<file path="src/rtl/cmpc_pkg.sv">
// Constants for the comparator output conditioning block.
// Assumes a single 10 MHz clock domain and an AXI4-Lite master.
package cmpc_pkg;

  // Bus geometry: byte address = 4 * register index
  localparam int ADDR_W = 12;
  localparam int IDX_LSB = 2;
  localparam int IDX_MSB = 9;
  localparam logic [1:0] RESP_OKAY = 2'h0;
  localparam logic [1:0] RESP_SLVERR = 2'h2;

  // Register indices
  localparam logic [7:0] IDX_DAC_ROUTE = 8'h86;
  localparam logic [7:0] IDX_FLAGS = 8'h95;
  localparam logic [7:0] IDX_DAC_CTL = 8'h9c;
  localparam logic [7:0] IDX_CMP_CTL = 8'h9d;
  localparam logic [7:0] IDX_INPUT_SEL = 8'h9e;
  localparam logic [7:0] IDX_AMP_CTL = 8'h9f;
  localparam logic [7:0] IDX_ENABLES = 8'ha9;
  localparam logic [7:0] IDX_BG_SEL = 8'hae;

  // Reset values and implemented-bit masks
  localparam logic [7:0] RST_DAC_ROUTE = 8'h01;
  localparam logic [7:0] MASK_DAC_ROUTE = 8'h0f;
  localparam logic [7:0] RST_FLAGS = 8'h00;
  localparam logic [7:0] MASK_FLAGS = 8'hf7;
  localparam logic [7:0] RST_DAC_CTL = 8'h00;
  localparam logic [7:0] RST_CMP_CTL = 8'hc0;
  localparam logic [7:0] RST_INPUT_SEL = 8'hf7;
  localparam logic [7:0] RST_AMP_CTL = 8'hec;
  localparam logic [7:0] RST_ENABLES = 8'h00;
  localparam logic [7:0] RST_BG_SEL = 8'hf8;

  // Field positions
  localparam int RT_AMP_PIN = 3;
  localparam int RT_DAC_PIN = 2;
  localparam int RT_DAC_BUF = 1;
  localparam int RT_DAC_PD = 0;
  localparam int FL_CMP = 6;
  localparam int EN_CMP = 6;
  localparam int DC_REF = 7;
  localparam int DC_LVL_HI = 6;
  localparam int CC_PD = 7;
  localparam int CC_RAW = 6;
  localparam int CC_OE = 5;
  localparam int CC_INV = 4;
  localparam int CC_TRIG_HI = 3;
  localparam int CC_TRIG_LO = 2;
  localparam int CC_DEB_HI = 1;
  localparam int IS_NEG_SRC = 7;
  localparam int IS_NEG_HI = 6;
  localparam int IS_NEG_LO = 4;
  localparam int IS_POS_SRC = 3;
  localparam int IS_POS_HI = 2;
  localparam int AC_PD = 7;
  localparam int AC_PP_HI = 6;
  localparam int AC_PP_LO = 5;
  localparam int AC_NL = 4;
  localparam int AC_GAIN_HI = 3;
  localparam int AC_GAIN_LO = 2;
  localparam int AC_MODE_HI = 1;
  localparam int CH_BG_HI = 1;
  localparam int PIN_NC_BIT = 2;

  // Flag trigger modes
  typedef enum logic [1:0] {
    TRIG_RISE = 2'h0,
    TRIG_FALL = 2'h1,
    TRIG_BOTH = 2'h2,
    TRIG_HIGH = 2'h3
  } cmpc_trig_e;

  // Settle time codes and their clock counts
  localparam logic [1:0] SETTLE_NONE = 2'h0;
  localparam logic [1:0] SETTLE_4 = 2'h1;
  localparam logic [1:0] SETTLE_8 = 2'h2;
  localparam int DEB_CNT_W = 5;
  localparam logic [4:0] DEB_NONE_CYC = 5'h01;
  localparam logic [4:0] DEB_4_CYC = 5'h04;
  localparam logic [4:0] DEB_8_CYC = 5'h08;
  localparam logic [4:0] DEB_16_CYC = 5'h10;
  localparam logic DEB_RESET = 1'b1;

endpackage

</file>
<file path="src/rtl/cmpc_top.sv">
// Comparator control: registers, output conditioning and event flag.
// Assumes an AXI4-Lite master on aclk and an asynchronous comparator
// output; the analog parts sit outside and take the control outputs.
`timescale 1ns/1ps
module cmpc_top import cmpc_pkg::*; (
  // Clock and reset
  input wire logic aclk,
  input wire logic aresetn,
  // AXI4-Lite write address
  input wire logic awvalid,
  output logic awready,
  input wire logic [ADDR_W-1:0] awaddr,
  // AXI4-Lite write data
  input wire logic wvalid,
  output logic wready,
  input wire logic [31:0] wdata,
  input wire logic [3:0] wstrb,
  // AXI4-Lite write response
  output logic bvalid,
  input wire logic bready,
  output logic [1:0] bresp,
  // AXI4-Lite read address
  input wire logic arvalid,
  output logic arready,
  input wire logic [ADDR_W-1:0] araddr,
  // AXI4-Lite read data
  output logic rvalid,
  input wire logic rready,
  output logic [31:0] rdata,
  output logic [1:0] rresp,
  // Comparator and interrupt controller
  input wire logic cmp_analog_out,
  input wire logic isr_enter,
  input wire logic [7:0] other_flag_set,
  output logic cmp_irq,
  // Comparator and DAC controls
  output logic cmp_powerdown,
  output logic dac_powerdown,
  output logic dac_ref_bandgap,
  output logic [6:0] dac_level_code,
  output logic [1:0] bandgap_level_select,
  output logic dac_buffer_select,
  output logic neg_uses_dac,
  output logic [3:0] neg_pin_connect,
  output logic pos_uses_amp,
  output logic [3:0] pos_pin_connect,
  // Amplifier controls
  output logic amp_powerdown,
  output logic [1:0] amp_gain_select,
  output logic [1:0] amp_mode_select,
  output logic [1:0] amp_positive_source_select,
  output logic amp_negative_level_select,
  // Pin routing
  output logic p21_out,
  output logic p21_oe_n,
  output logic p34_amp_route,
  output logic p20_dac_route
);

  logic [7:0] dac_route_q;
  logic [7:0] flags_q;
  logic [7:0] flags_d;
  logic [7:0] dac_ctl_q;
  logic [7:0] cmp_ctl_q;
  logic [7:0] input_sel_q;
  logic [7:0] amp_ctl_q;
  logic [7:0] enables_q;
  logic [7:0] bg_sel_q;

  logic aw_held_q;
  logic w_held_q;
  logic [ADDR_W-1:0] awaddr_q;
  logic [7:0] wbyte_q;
  logic wlane_q;
  logic wr_commit;
  logic wr_hit;
  logic [7:0] wr_idx;
  logic [7:0] rd_idx;

  logic cmp_sync;
  logic raw_result;
  logic deb_out;
  logic cond_out;
  logic cond_prev_q;
  logic trig_hit;
  logic [7:0] flag_set;
  logic [7:0] flag_clr;
  cmpc_trig_e trig_sel;

  // Address check: aligned, in range and a known register
  function automatic logic addr_ok(input logic [ADDR_W-1:0] a);
    logic [7:0] idx;
    idx = a[IDX_MSB:IDX_LSB];
    addr_ok = (a[IDX_LSB-1:0] == '0) && (a[ADDR_W-1:IDX_MSB+1] == '0)
      && (idx == IDX_DAC_ROUTE || idx == IDX_FLAGS
      || idx == IDX_DAC_CTL || idx == IDX_CMP_CTL
      || idx == IDX_INPUT_SEL || idx == IDX_AMP_CTL
      || idx == IDX_ENABLES || idx == IDX_BG_SEL);
  endfunction

  // code 1xx leaves the input open
  function automatic logic [3:0] pin_onehot(input logic [2:0] s);
    logic [3:0] one;
    one = 4'h1;
    pin_onehot = s[PIN_NC_BIT] ? 4'h0 : (one << s[PIN_NC_BIT-1:0]);
  endfunction

  // Write channel: address and data may arrive in either order
  assign awready = !aw_held_q && !bvalid;
  assign wready = !w_held_q && !bvalid;
  assign wr_commit = aw_held_q && w_held_q && !bvalid;
  assign wr_idx = awaddr_q[IDX_MSB:IDX_LSB];
  assign wr_hit = wr_commit && addr_ok(awaddr_q) && wlane_q;

  always_ff @(posedge aclk) begin
    if (!aresetn) begin
      aw_held_q <= 1'b0;
      w_held_q <= 1'b0;
      awaddr_q <= '0;
      wbyte_q <= 8'h00;
      wlane_q <= 1'b0;
      bvalid <= 1'b0;
      bresp <= RESP_OKAY;
    end else begin
      if (awvalid && awready) begin
        aw_held_q <= 1'b1;
        awaddr_q <= awaddr;
      end
      if (wvalid && wready) begin
        w_held_q <= 1'b1;
        wbyte_q <= wdata[7:0];
        wlane_q <= wstrb[0];
      end
      if (wr_commit) begin
        aw_held_q <= 1'b0;
        w_held_q <= 1'b0;
        bvalid <= 1'b1;
        bresp <= addr_ok(awaddr_q) ? RESP_OKAY : RESP_SLVERR;
      end else if (bvalid && bready) begin
        bvalid <= 1'b0;
      end
    end
  end

  // Read channel: one outstanding read, answered next clock
  assign arready = !rvalid;
  assign rd_idx = araddr[IDX_MSB:IDX_LSB];

  always_ff @(posedge aclk) begin
    if (!aresetn) begin
      rvalid <= 1'b0;
      rdata <= 32'h0000_0000;
      rresp <= RESP_OKAY;
    end else if (arvalid && arready) begin
      rvalid <= 1'b1;
      rresp <= addr_ok(araddr) ? RESP_OKAY : RESP_SLVERR;
      rdata <= 32'h0000_0000;
      if (addr_ok(araddr)) begin
        unique case (rd_idx)
          IDX_DAC_ROUTE: rdata[7:0] <= dac_route_q;
          IDX_FLAGS: rdata[7:0] <= flags_q;
          IDX_DAC_CTL: rdata[7:0] <= dac_ctl_q;
          // live raw result in its status bit
          IDX_CMP_CTL: begin
            rdata[7:0] <= cmp_ctl_q;
            rdata[CC_RAW] <= raw_result;
          end
          IDX_INPUT_SEL: rdata[7:0] <= input_sel_q;
          IDX_AMP_CTL: rdata[7:0] <= amp_ctl_q;
          IDX_ENABLES: rdata[7:0] <= enables_q;
          default: rdata[7:0] <= bg_sel_q;
        endcase
      end
    end else if (rvalid && rready) begin
      rvalid <= 1'b0;
    end
  end

  // Configuration registers; writes need byte lane 0
  always_ff @(posedge aclk) begin
    if (!aresetn) begin
      dac_route_q <= RST_DAC_ROUTE;
      dac_ctl_q <= RST_DAC_CTL;
      cmp_ctl_q <= RST_CMP_CTL;
      input_sel_q <= RST_INPUT_SEL;
      amp_ctl_q <= RST_AMP_CTL;
      enables_q <= RST_ENABLES;
      bg_sel_q <= RST_BG_SEL;
    end else if (wr_hit) begin
      unique case (wr_idx)
        IDX_DAC_ROUTE: dac_route_q <= wbyte_q & MASK_DAC_ROUTE;
        IDX_DAC_CTL: dac_ctl_q <= wbyte_q;
        IDX_CMP_CTL: cmp_ctl_q <= wbyte_q;
        IDX_INPUT_SEL: input_sel_q <= wbyte_q;
        IDX_AMP_CTL: amp_ctl_q <= wbyte_q;
        IDX_ENABLES: enables_q <= wbyte_q;
        IDX_BG_SEL: bg_sel_q <= wbyte_q;
        default: ;
      endcase
    end
  end

  // Comparator output comes from the analog domain
  cmpc_sync #(
    .W(1)
  ) u_sync (
    .aclk(aclk),
    .aresetn(aresetn),
    .async_in(cmp_analog_out),
    .sync_out(cmp_sync)
  );

  assign raw_result = cmp_ctl_q[CC_PD] | cmp_sync;

  cmpc_debounce u_deb (
    .aclk(aclk),
    .aresetn(aresetn),
    .raw(raw_result),
    .settle(cmp_ctl_q[CC_DEB_HI:0]),
    .out_q(deb_out)
  );

  assign cond_out = deb_out ^ cmp_ctl_q[CC_INV];
  assign trig_sel = cmpc_trig_e'(cmp_ctl_q[CC_TRIG_HI:CC_TRIG_LO]);

  always_ff @(posedge aclk) begin
    if (!aresetn) begin
      cond_prev_q <= DEB_RESET;
    end else begin
      cond_prev_q <= cond_out;
    end
  end

  always_comb begin
    unique case (trig_sel)
      TRIG_RISE: trig_hit = cond_out && !cond_prev_q;
      TRIG_FALL: trig_hit = !cond_out && cond_prev_q;
      TRIG_BOTH: trig_hit = cond_out != cond_prev_q;
      TRIG_HIGH: trig_hit = cond_out;
    endcase
  end

  // set regardless of powerdown; set wins over clear
  // writes clear where a 0 is written, so BFh hits one flag
  always_comb begin
    flag_set = other_flag_set;
    flag_set[FL_CMP] = trig_hit;
    flag_clr = 8'h00;
    if (wr_hit && wr_idx == IDX_FLAGS) begin
      flag_clr = ~wbyte_q;
    end
    if (isr_enter) begin
      flag_clr[FL_CMP] = 1'b1;
    end
    flags_d = ((flags_q & ~flag_clr) | flag_set) & MASK_FLAGS;
  end

  always_ff @(posedge aclk) begin
    if (!aresetn) begin
      flags_q <= RST_FLAGS;
    end else begin
      flags_q <= flags_d;
    end
  end

  assign cmp_irq = flags_q[FL_CMP] & enables_q[EN_CMP];

  // conditioned output to P2.1, enable low while driving
  always_ff @(posedge aclk) begin
    if (!aresetn) begin
      p21_out <= DEB_RESET;
    end else begin
      p21_out <= cond_out;
    end
  end
  assign p21_oe_n = !cmp_ctl_q[CC_OE];

  assign cmp_powerdown = cmp_ctl_q[CC_PD];
  assign dac_powerdown = cmp_ctl_q[CC_PD] | dac_route_q[RT_DAC_PD];
  // reference and level; reserved codes passed as written
  assign dac_ref_bandgap = dac_ctl_q[DC_REF];
  assign dac_level_code = dac_ctl_q[DC_LVL_HI:0];
  assign bandgap_level_select = bg_sel_q[CH_BG_HI:0];
  assign dac_buffer_select = dac_route_q[RT_DAC_BUF];
  assign neg_uses_dac = input_sel_q[IS_NEG_SRC];
  assign pos_uses_amp = !input_sel_q[IS_POS_SRC];
  assign neg_pin_connect = input_sel_q[IS_NEG_SRC] ? 4'h0
    : pin_onehot(input_sel_q[IS_NEG_HI:IS_NEG_LO]);
  assign pos_pin_connect = input_sel_q[IS_POS_SRC]
    ? pin_onehot(input_sel_q[IS_POS_HI:0]) : 4'h0;
  assign amp_powerdown = amp_ctl_q[AC_PD];
  assign amp_gain_select = amp_ctl_q[AC_GAIN_HI:AC_GAIN_LO];
  assign amp_mode_select = amp_ctl_q[AC_MODE_HI:0];
  assign amp_positive_source_select = amp_ctl_q[AC_PP_HI:AC_PP_LO];
  assign amp_negative_level_select = amp_ctl_q[AC_NL];
  assign p34_amp_route = dac_route_q[RT_AMP_PIN];
  assign p20_dac_route = dac_route_q[RT_DAC_PIN];

  a_flag_on_rise: assert property (
    @(posedge aclk) disable iff (!aresetn)
    trig_sel == TRIG_RISE && $rose(cond_out) |=> flags_q[FL_CMP])
    else $error("rising edge did not set the event flag");

  a_flag_on_fall: assert property (
    @(posedge aclk) disable iff (!aresetn)
    trig_sel == TRIG_FALL && $fell(cond_out) |=> flags_q[FL_CMP])
    else $error("falling edge did not set the event flag");

  a_no_rise_set: assert property (
    @(posedge aclk) disable iff (!aresetn)
    trig_sel == TRIG_RISE && $stable(cond_out) && !flags_q[FL_CMP]
    && !other_flag_set[FL_CMP] |=> !flags_q[FL_CMP])
    else $error("flag set without a rising edge");

  a_level_holds_flag: assert property (
    @(posedge aclk) disable iff (!aresetn)
    trig_sel == TRIG_HIGH && cond_out && isr_enter |=> flags_q[FL_CMP])
    else $error("high level did not keep the flag set over a clear");

  a_isr_clears: assert property (
    @(posedge aclk) disable iff (!aresetn)
    isr_enter && !trig_hit && !other_flag_set[FL_CMP]
    |=> !flags_q[FL_CMP])
    else $error("service entry did not clear the event flag");

  a_sw_clear_one: assert property (
    @(posedge aclk) disable iff (!aresetn)
    wr_hit && wr_idx == IDX_FLAGS && wbyte_q == 8'hbf && !trig_hit
    && !other_flag_set[FL_CMP]
    |=> !flags_q[FL_CMP] && (flags_q & 8'hbf) == (($past(flags_q) & 8'hbf
        | $past(other_flag_set)) & 8'hb7))
    else $error("flag clear write disturbed the other flags");

  a_irq_gated: assert property (
    @(posedge aclk) disable iff (!aresetn)
    !enables_q[EN_CMP] |-> !cmp_irq)
    else $error("request raised while disabled");

  a_pd_raw_high: assert property (
    @(posedge aclk) disable iff (!aresetn)
    cmp_ctl_q[CC_PD] && arvalid && arready && araddr == {
      2'h0, IDX_CMP_CTL, 2'h0} |=> rvalid && rdata[CC_RAW])
    else $error("raw bit not high during powerdown");

  a_pin_follows: assert property (
    @(posedge aclk) disable iff (!aresetn)
    !p21_oe_n ##1 !p21_oe_n |-> p21_out == $past(deb_out)
      ^ $past(cmp_ctl_q[CC_INV]))
    else $error("pin does not carry the conditioned output");

  a_write_answer: assert property (
    @(posedge aclk) disable iff (!aresetn)
    wr_commit |=> bvalid)
    else $error("write response missing one clock after commit");
endmodule

</file>
<file path="src/rtl/cmpc_sync.sv">
// Two-flop synchroniser for levels arriving from outside the clock.
// Assumes the input is a slowly changing level.
`timescale 1ns/1ps
module cmpc_sync #(
  parameter int W = 1
) (
  // Clock and reset
  input wire logic aclk,
  input wire logic aresetn,
  // Level in and out
  input wire logic [W-1:0] async_in,
  output logic [W-1:0] sync_out
);
  logic [W-1:0] meta_q;

  // First stage feeds only the second stage
  always_ff @(posedge aclk) begin
    if (!aresetn) begin
      meta_q <= '0;
      sync_out <= '0;
    end else begin
      meta_q <= async_in;
      sync_out <= meta_q;
    end
  end
endmodule

</file>
<file path="src/rtl/cmpc_debounce.sv">
// Settle filter for the raw comparator result.
// Assumes raw is already synchronous to aclk.
`timescale 1ns/1ps
module cmpc_debounce import cmpc_pkg::*; (
  // Clock and reset
  input wire logic aclk,
  input wire logic aresetn,
  // Filter input and setting
  input wire logic raw,
  input wire logic [1:0] settle,
  // Filtered result
  output logic out_q
);
  logic [DEB_CNT_W-1:0] cnt_q;
  logic [DEB_CNT_W-1:0] need;
  logic [DEB_CNT_W-1:0] cnt_nx;

  always_comb begin
    unique case (settle)
      SETTLE_NONE: need = DEB_NONE_CYC;
      SETTLE_4: need = DEB_4_CYC;
      SETTLE_8: need = DEB_8_CYC;
      default: need = DEB_16_CYC;
    endcase
  end

  assign cnt_nx = cnt_q + DEB_CNT_W'(1);

  always_ff @(posedge aclk) begin
    if (!aresetn) begin
      cnt_q <= '0;
      out_q <= DEB_RESET;
    end else if (raw == out_q) begin
      cnt_q <= '0;
    end else if (cnt_nx >= need) begin
      cnt_q <= '0;
      out_q <= raw;
    end else begin
      cnt_q <= cnt_nx;
    end
  end

  a_deb_four_hold: assert property (
    @(posedge aclk) disable iff (!aresetn)
    $changed(out_q) && settle == SETTLE_4 && $past(settle, 4) == SETTLE_4
    |-> $past(raw, 1) == out_q && $past(raw, 4) == out_q
        && $past(out_q, 4) != out_q)
    else $error("debounce output changed before four settled clocks");

  a_deb_none_follow: assert property (
    @(posedge aclk) disable iff (!aresetn)
    settle == SETTLE_NONE && $past(settle) == SETTLE_NONE ##0 $changed(raw)
    |=> out_q == $past(raw))
    else $error("undebounced output did not follow raw in one clock");
endmodule

</file>
<file path="config.mk">
export PLATFORM = sky130hd
export DESIGN_NAME = cmpc_top
export DESIGN_NICKNAME = d
export VERILOG_FILES = /design/src/rtl/cmpc_pkg.sv /design/src/rtl/cmpc_top.sv /design/src/rtl/cmpc_sync.sv /design/src/rtl/cmpc_debounce.sv
export SDC_FILE = /design/constraint.sdc
export NUM_CORES = 1
export LEC_CHECK = 0
export BUFFER_PORTS_ARGS = -buffer_cell sky130_fd_sc_hd__buf_2
export CORE_MARGIN = 5
export CORE_UTILIZATION = 30
export CTS_CLUSTER_SIZE = 14
export DETAILED_ROUTE_END_ITERATION = 8
export GPL_ROUTABILITY_DRIVEN = 0
export PLACE_DENSITY = 0.61
export SKIP_CTS_REPAIR_TIMING = 1
export SLEW_MARGIN = 20
export SYNTH_ARGS = -nofsm -noshare
export SYNTH_HDL_FRONTEND = slang
export SYNTH_SLANG_ARGS = --single-unit
</file>
<file path="constraint.sdc">
create_clock -name aclk -period 5.8 [get_ports aclk]
set_clock_uncertainty 0.2 [all_clocks]
set_input_delay 0.58 -clock aclk [delete_from_list [all_inputs] [get_ports aclk]]
set_output_delay 0.58 -clock aclk [all_outputs]
set_load 0.1 [all_outputs]
</file>
==> impl_metrics.toml <==
[outcome]
status = "complete, no violations"

[sta]
fmax_mhz = 346
setup_viol = 0
fin_crit_sh = 0.498
drv_slew = 0
worst_pin_slew_ns = 1.11
max_slew_margin = 0.258
rsz0062_at_grt = "false"
min_period_ns = 2.89
finalSetupTns_ns = 0
finalHoldViolCount = 0

[floorplan]
fp.dieH_um = 139
num_rows = 47
pin_count = 154
design.die.area_um2 = 19200
core_um2 = 16400
die_w_um = 139
start_util = 0.303

[placed_design]
dp.cells = 827
hpwlAfterDp_mm = 9.83
io_buffers = 98

[detailed_routing]
drtPass1Iterations = 4
ant_nets = 0
drt_wl_total_mm = 13.3
drt_iter0_drc = 298
drc = 0
dr_total_vias = 3927
viasPerCell = 4.66
wire_per_inst_um = 15.8

[critical_path]
required_ns = 5.82
crit_path_end_kind = "flop"
cp-start-kind = "input port"
crit_fanout = 22
cp.arrival_ns = 2.91
r2r_slack_ns = 3.32
crit_type = "input port to flop"

[min_path]
hp-class = "input port to flop"

[pwr]
power_mw = 1.56
power.leakage_nw = 2.32
ir_drop_mv = 0.152
p_per_area_nw_per_um2 = 271

[final_layout]
area_delta_synth_final_pct = 15.6
diodes = 0
fin_cells = 842
layout_common_cells = "102 x dfxtp_1, 98 x buf_2, 86 x nand2_1"
final_common_cell = "dfxtp_1"
final_nets = 702
drive_above_1_share = 0.228
utilization = 0.350

[global_routing]
grt_pass1_vias = 3684
track_usage = 0.138
grt_antenna_before_repair = 0
grt_pass1_wl_mm = 21.0
overflow = 0
grt_max_degree = 45

[yosys]
ys_types = 62
ys_async_sr_fraction = 0
yosys.area_share.simple = 0.224
avgSynthCellArea_um2 = 9.17
synth-xor-area-share = 0.0106
synthAdderAreaFrac = 0.0176
yosysWarnings = 0
synth_top_family_by_area = "simple AND/OR/NAND/NOR gates"
yosysSeqAreaShare = 0.411
synthCells = 542
synthFlopType = "dfxtp_1"
synth_compound_area_frac = 0.114
netlist_area_um2 = 4970
ys_ff_latch = 102
synth_mux_area_frac = 0.137
synth-edff-count = 0

[clock_network]
clock_latency_ns = 0.35
numCtsBuffers = 9
cts.sinks = 102
clockBufferDepth = 2
root_buffer = "clkbuf_16"
cts_tree = "yes"
path_clk_slew_ns = 0.07
cts_max_level = 3

[run]
drv_cap = 0
cells in the mapped netlist, drive strengths merged (3+ instances only):
cell / count / area, um2
and2: 8 / 52.6
nand3b: 4 / 30.0
a21oi: 28 / 140
a211oi: 9 / 67.6
nand4: 3 / 33.8
ha: 7 / 87.6
mux2: 7 / 78.8
nor2: 52 / 195
nor3: 10 / 82.6
inv: 11 / 41.3
mux2i: 51 / 510
mux4: 4 / 90.1
xnor2: 4 / 35.0
o21a: 12 / 90.1
o21ai: 12 / 60.1
nand2: 86 / 323
nand2b: 7 / 43.8
clkbuf: 20 / 75.1
nor4: 6 / 73.8
nor3b: 3 / 27.5
a221oi: 4 / 35.0
nand3: 3 / 15.0
a22oi: 3 / 22.5
buf: 39 / 308
dfxtp: 102 / 2040
nor2b: 8 / 50.1
o211a: 3 / 30.0
nor4b: 5 / 50.0
layout make-up:
type	count	area, um2
tap	220	275
inverter	11	41.3
clock buffer	11	243
clock inverter	4	47.5
sequential	102	2040
multi-input combinational	395	2600
fill	1711	10700
timing repair buffer	99	498
cell families (layout without fill, tap and decap cells):
kind of cell               count (synthesis)  count (layout)
other                                      1              26
xor gates and xnor gates                   6               6
DFF                                      102             102
buffers and inverters                     70             125
muxes                                     62              62
AOI/OAI and AO/OA                         85              85
and+or+nand+nor                          209             209
adders and majority gates                  7               7
flip-flops by register name, indices dropped and copies added (netlist names), 4 cells and up:
| signal | cells |
|---|---|
| wbyte_q | 8 |
| cmp_ctl_q | 7 |
| dac_route_q | 4 |
| enables_q | 8 |
| rdata | 8 |
| input_sel_q | 8 |
| flags_q | 7 |
| u_deb.cnt_q | 5 |
| bg_sel_q | 8 |
| awaddr_q | 12 |
| dac_ctl_q | 8 |
| amp_ctl_q | 8 |
metal layers:
layer | vias to the layer above | wire length [um] | GRT usage
met5 | - | 0 | 0
met4 | 0 | 197 | 0.0474
met3 | 12 | 1080 | 0.0359
met2 | 125 | 5920 | 0.206
met1 | 1816 | 6110 | 0.195
li1 | 1974 | - | -
power by group:
part           leakage, nW  internal, mW  switching (mW)  total [mW]
Clock                0.141         0.343           0.262       0.605
Combinational         1.35        0.0444           0.166       0.210
Sequential           0.829         0.717          0.0260       0.743
Total                 2.32          1.10           0.454        1.56
per-stage QoR:
step | instance area, um2 | hold WS [ns] | worst slack (ns)
detailed placement | 5450 | 0.218 | 2.56
CTS | 5740 | 0.200 | 2.94
floorplan | 5060 | 0.212 | 1.04
finish | 5740 | 0.207 | 2.91
global route | 5740 | 0.210 | 2.76
global placement | 5450 | 0.217 | 2.61
worst max-delay path, stage by stage:
cell      delay (ns)
buf_2           0.34
nand4b_1        0.22
nor4_2          0.81
nor3_2          0.28
a221oi_1        0.54
o21ai_0         0.13
worst paths after layout:
kind / start / end / cells after the start
worst min register to register: u_sync.meta_q$_SDFF_PN0_ / u_sync.sync_out$_SDFF_PN0_ / 1
worst min-delay path: rready / rvalid$_SDFFE_PN0P_ / 2
worst max register to register: awaddr_q[11]$_SDFFE_PN0P_ / bg_sel_q[7]$_SDFFE_PN1P_ / 5
worst max-delay path: araddr[5] / rdata[7]$_SDFFE_PN0P_ / 6
Power figures use the tool's default switching activity.
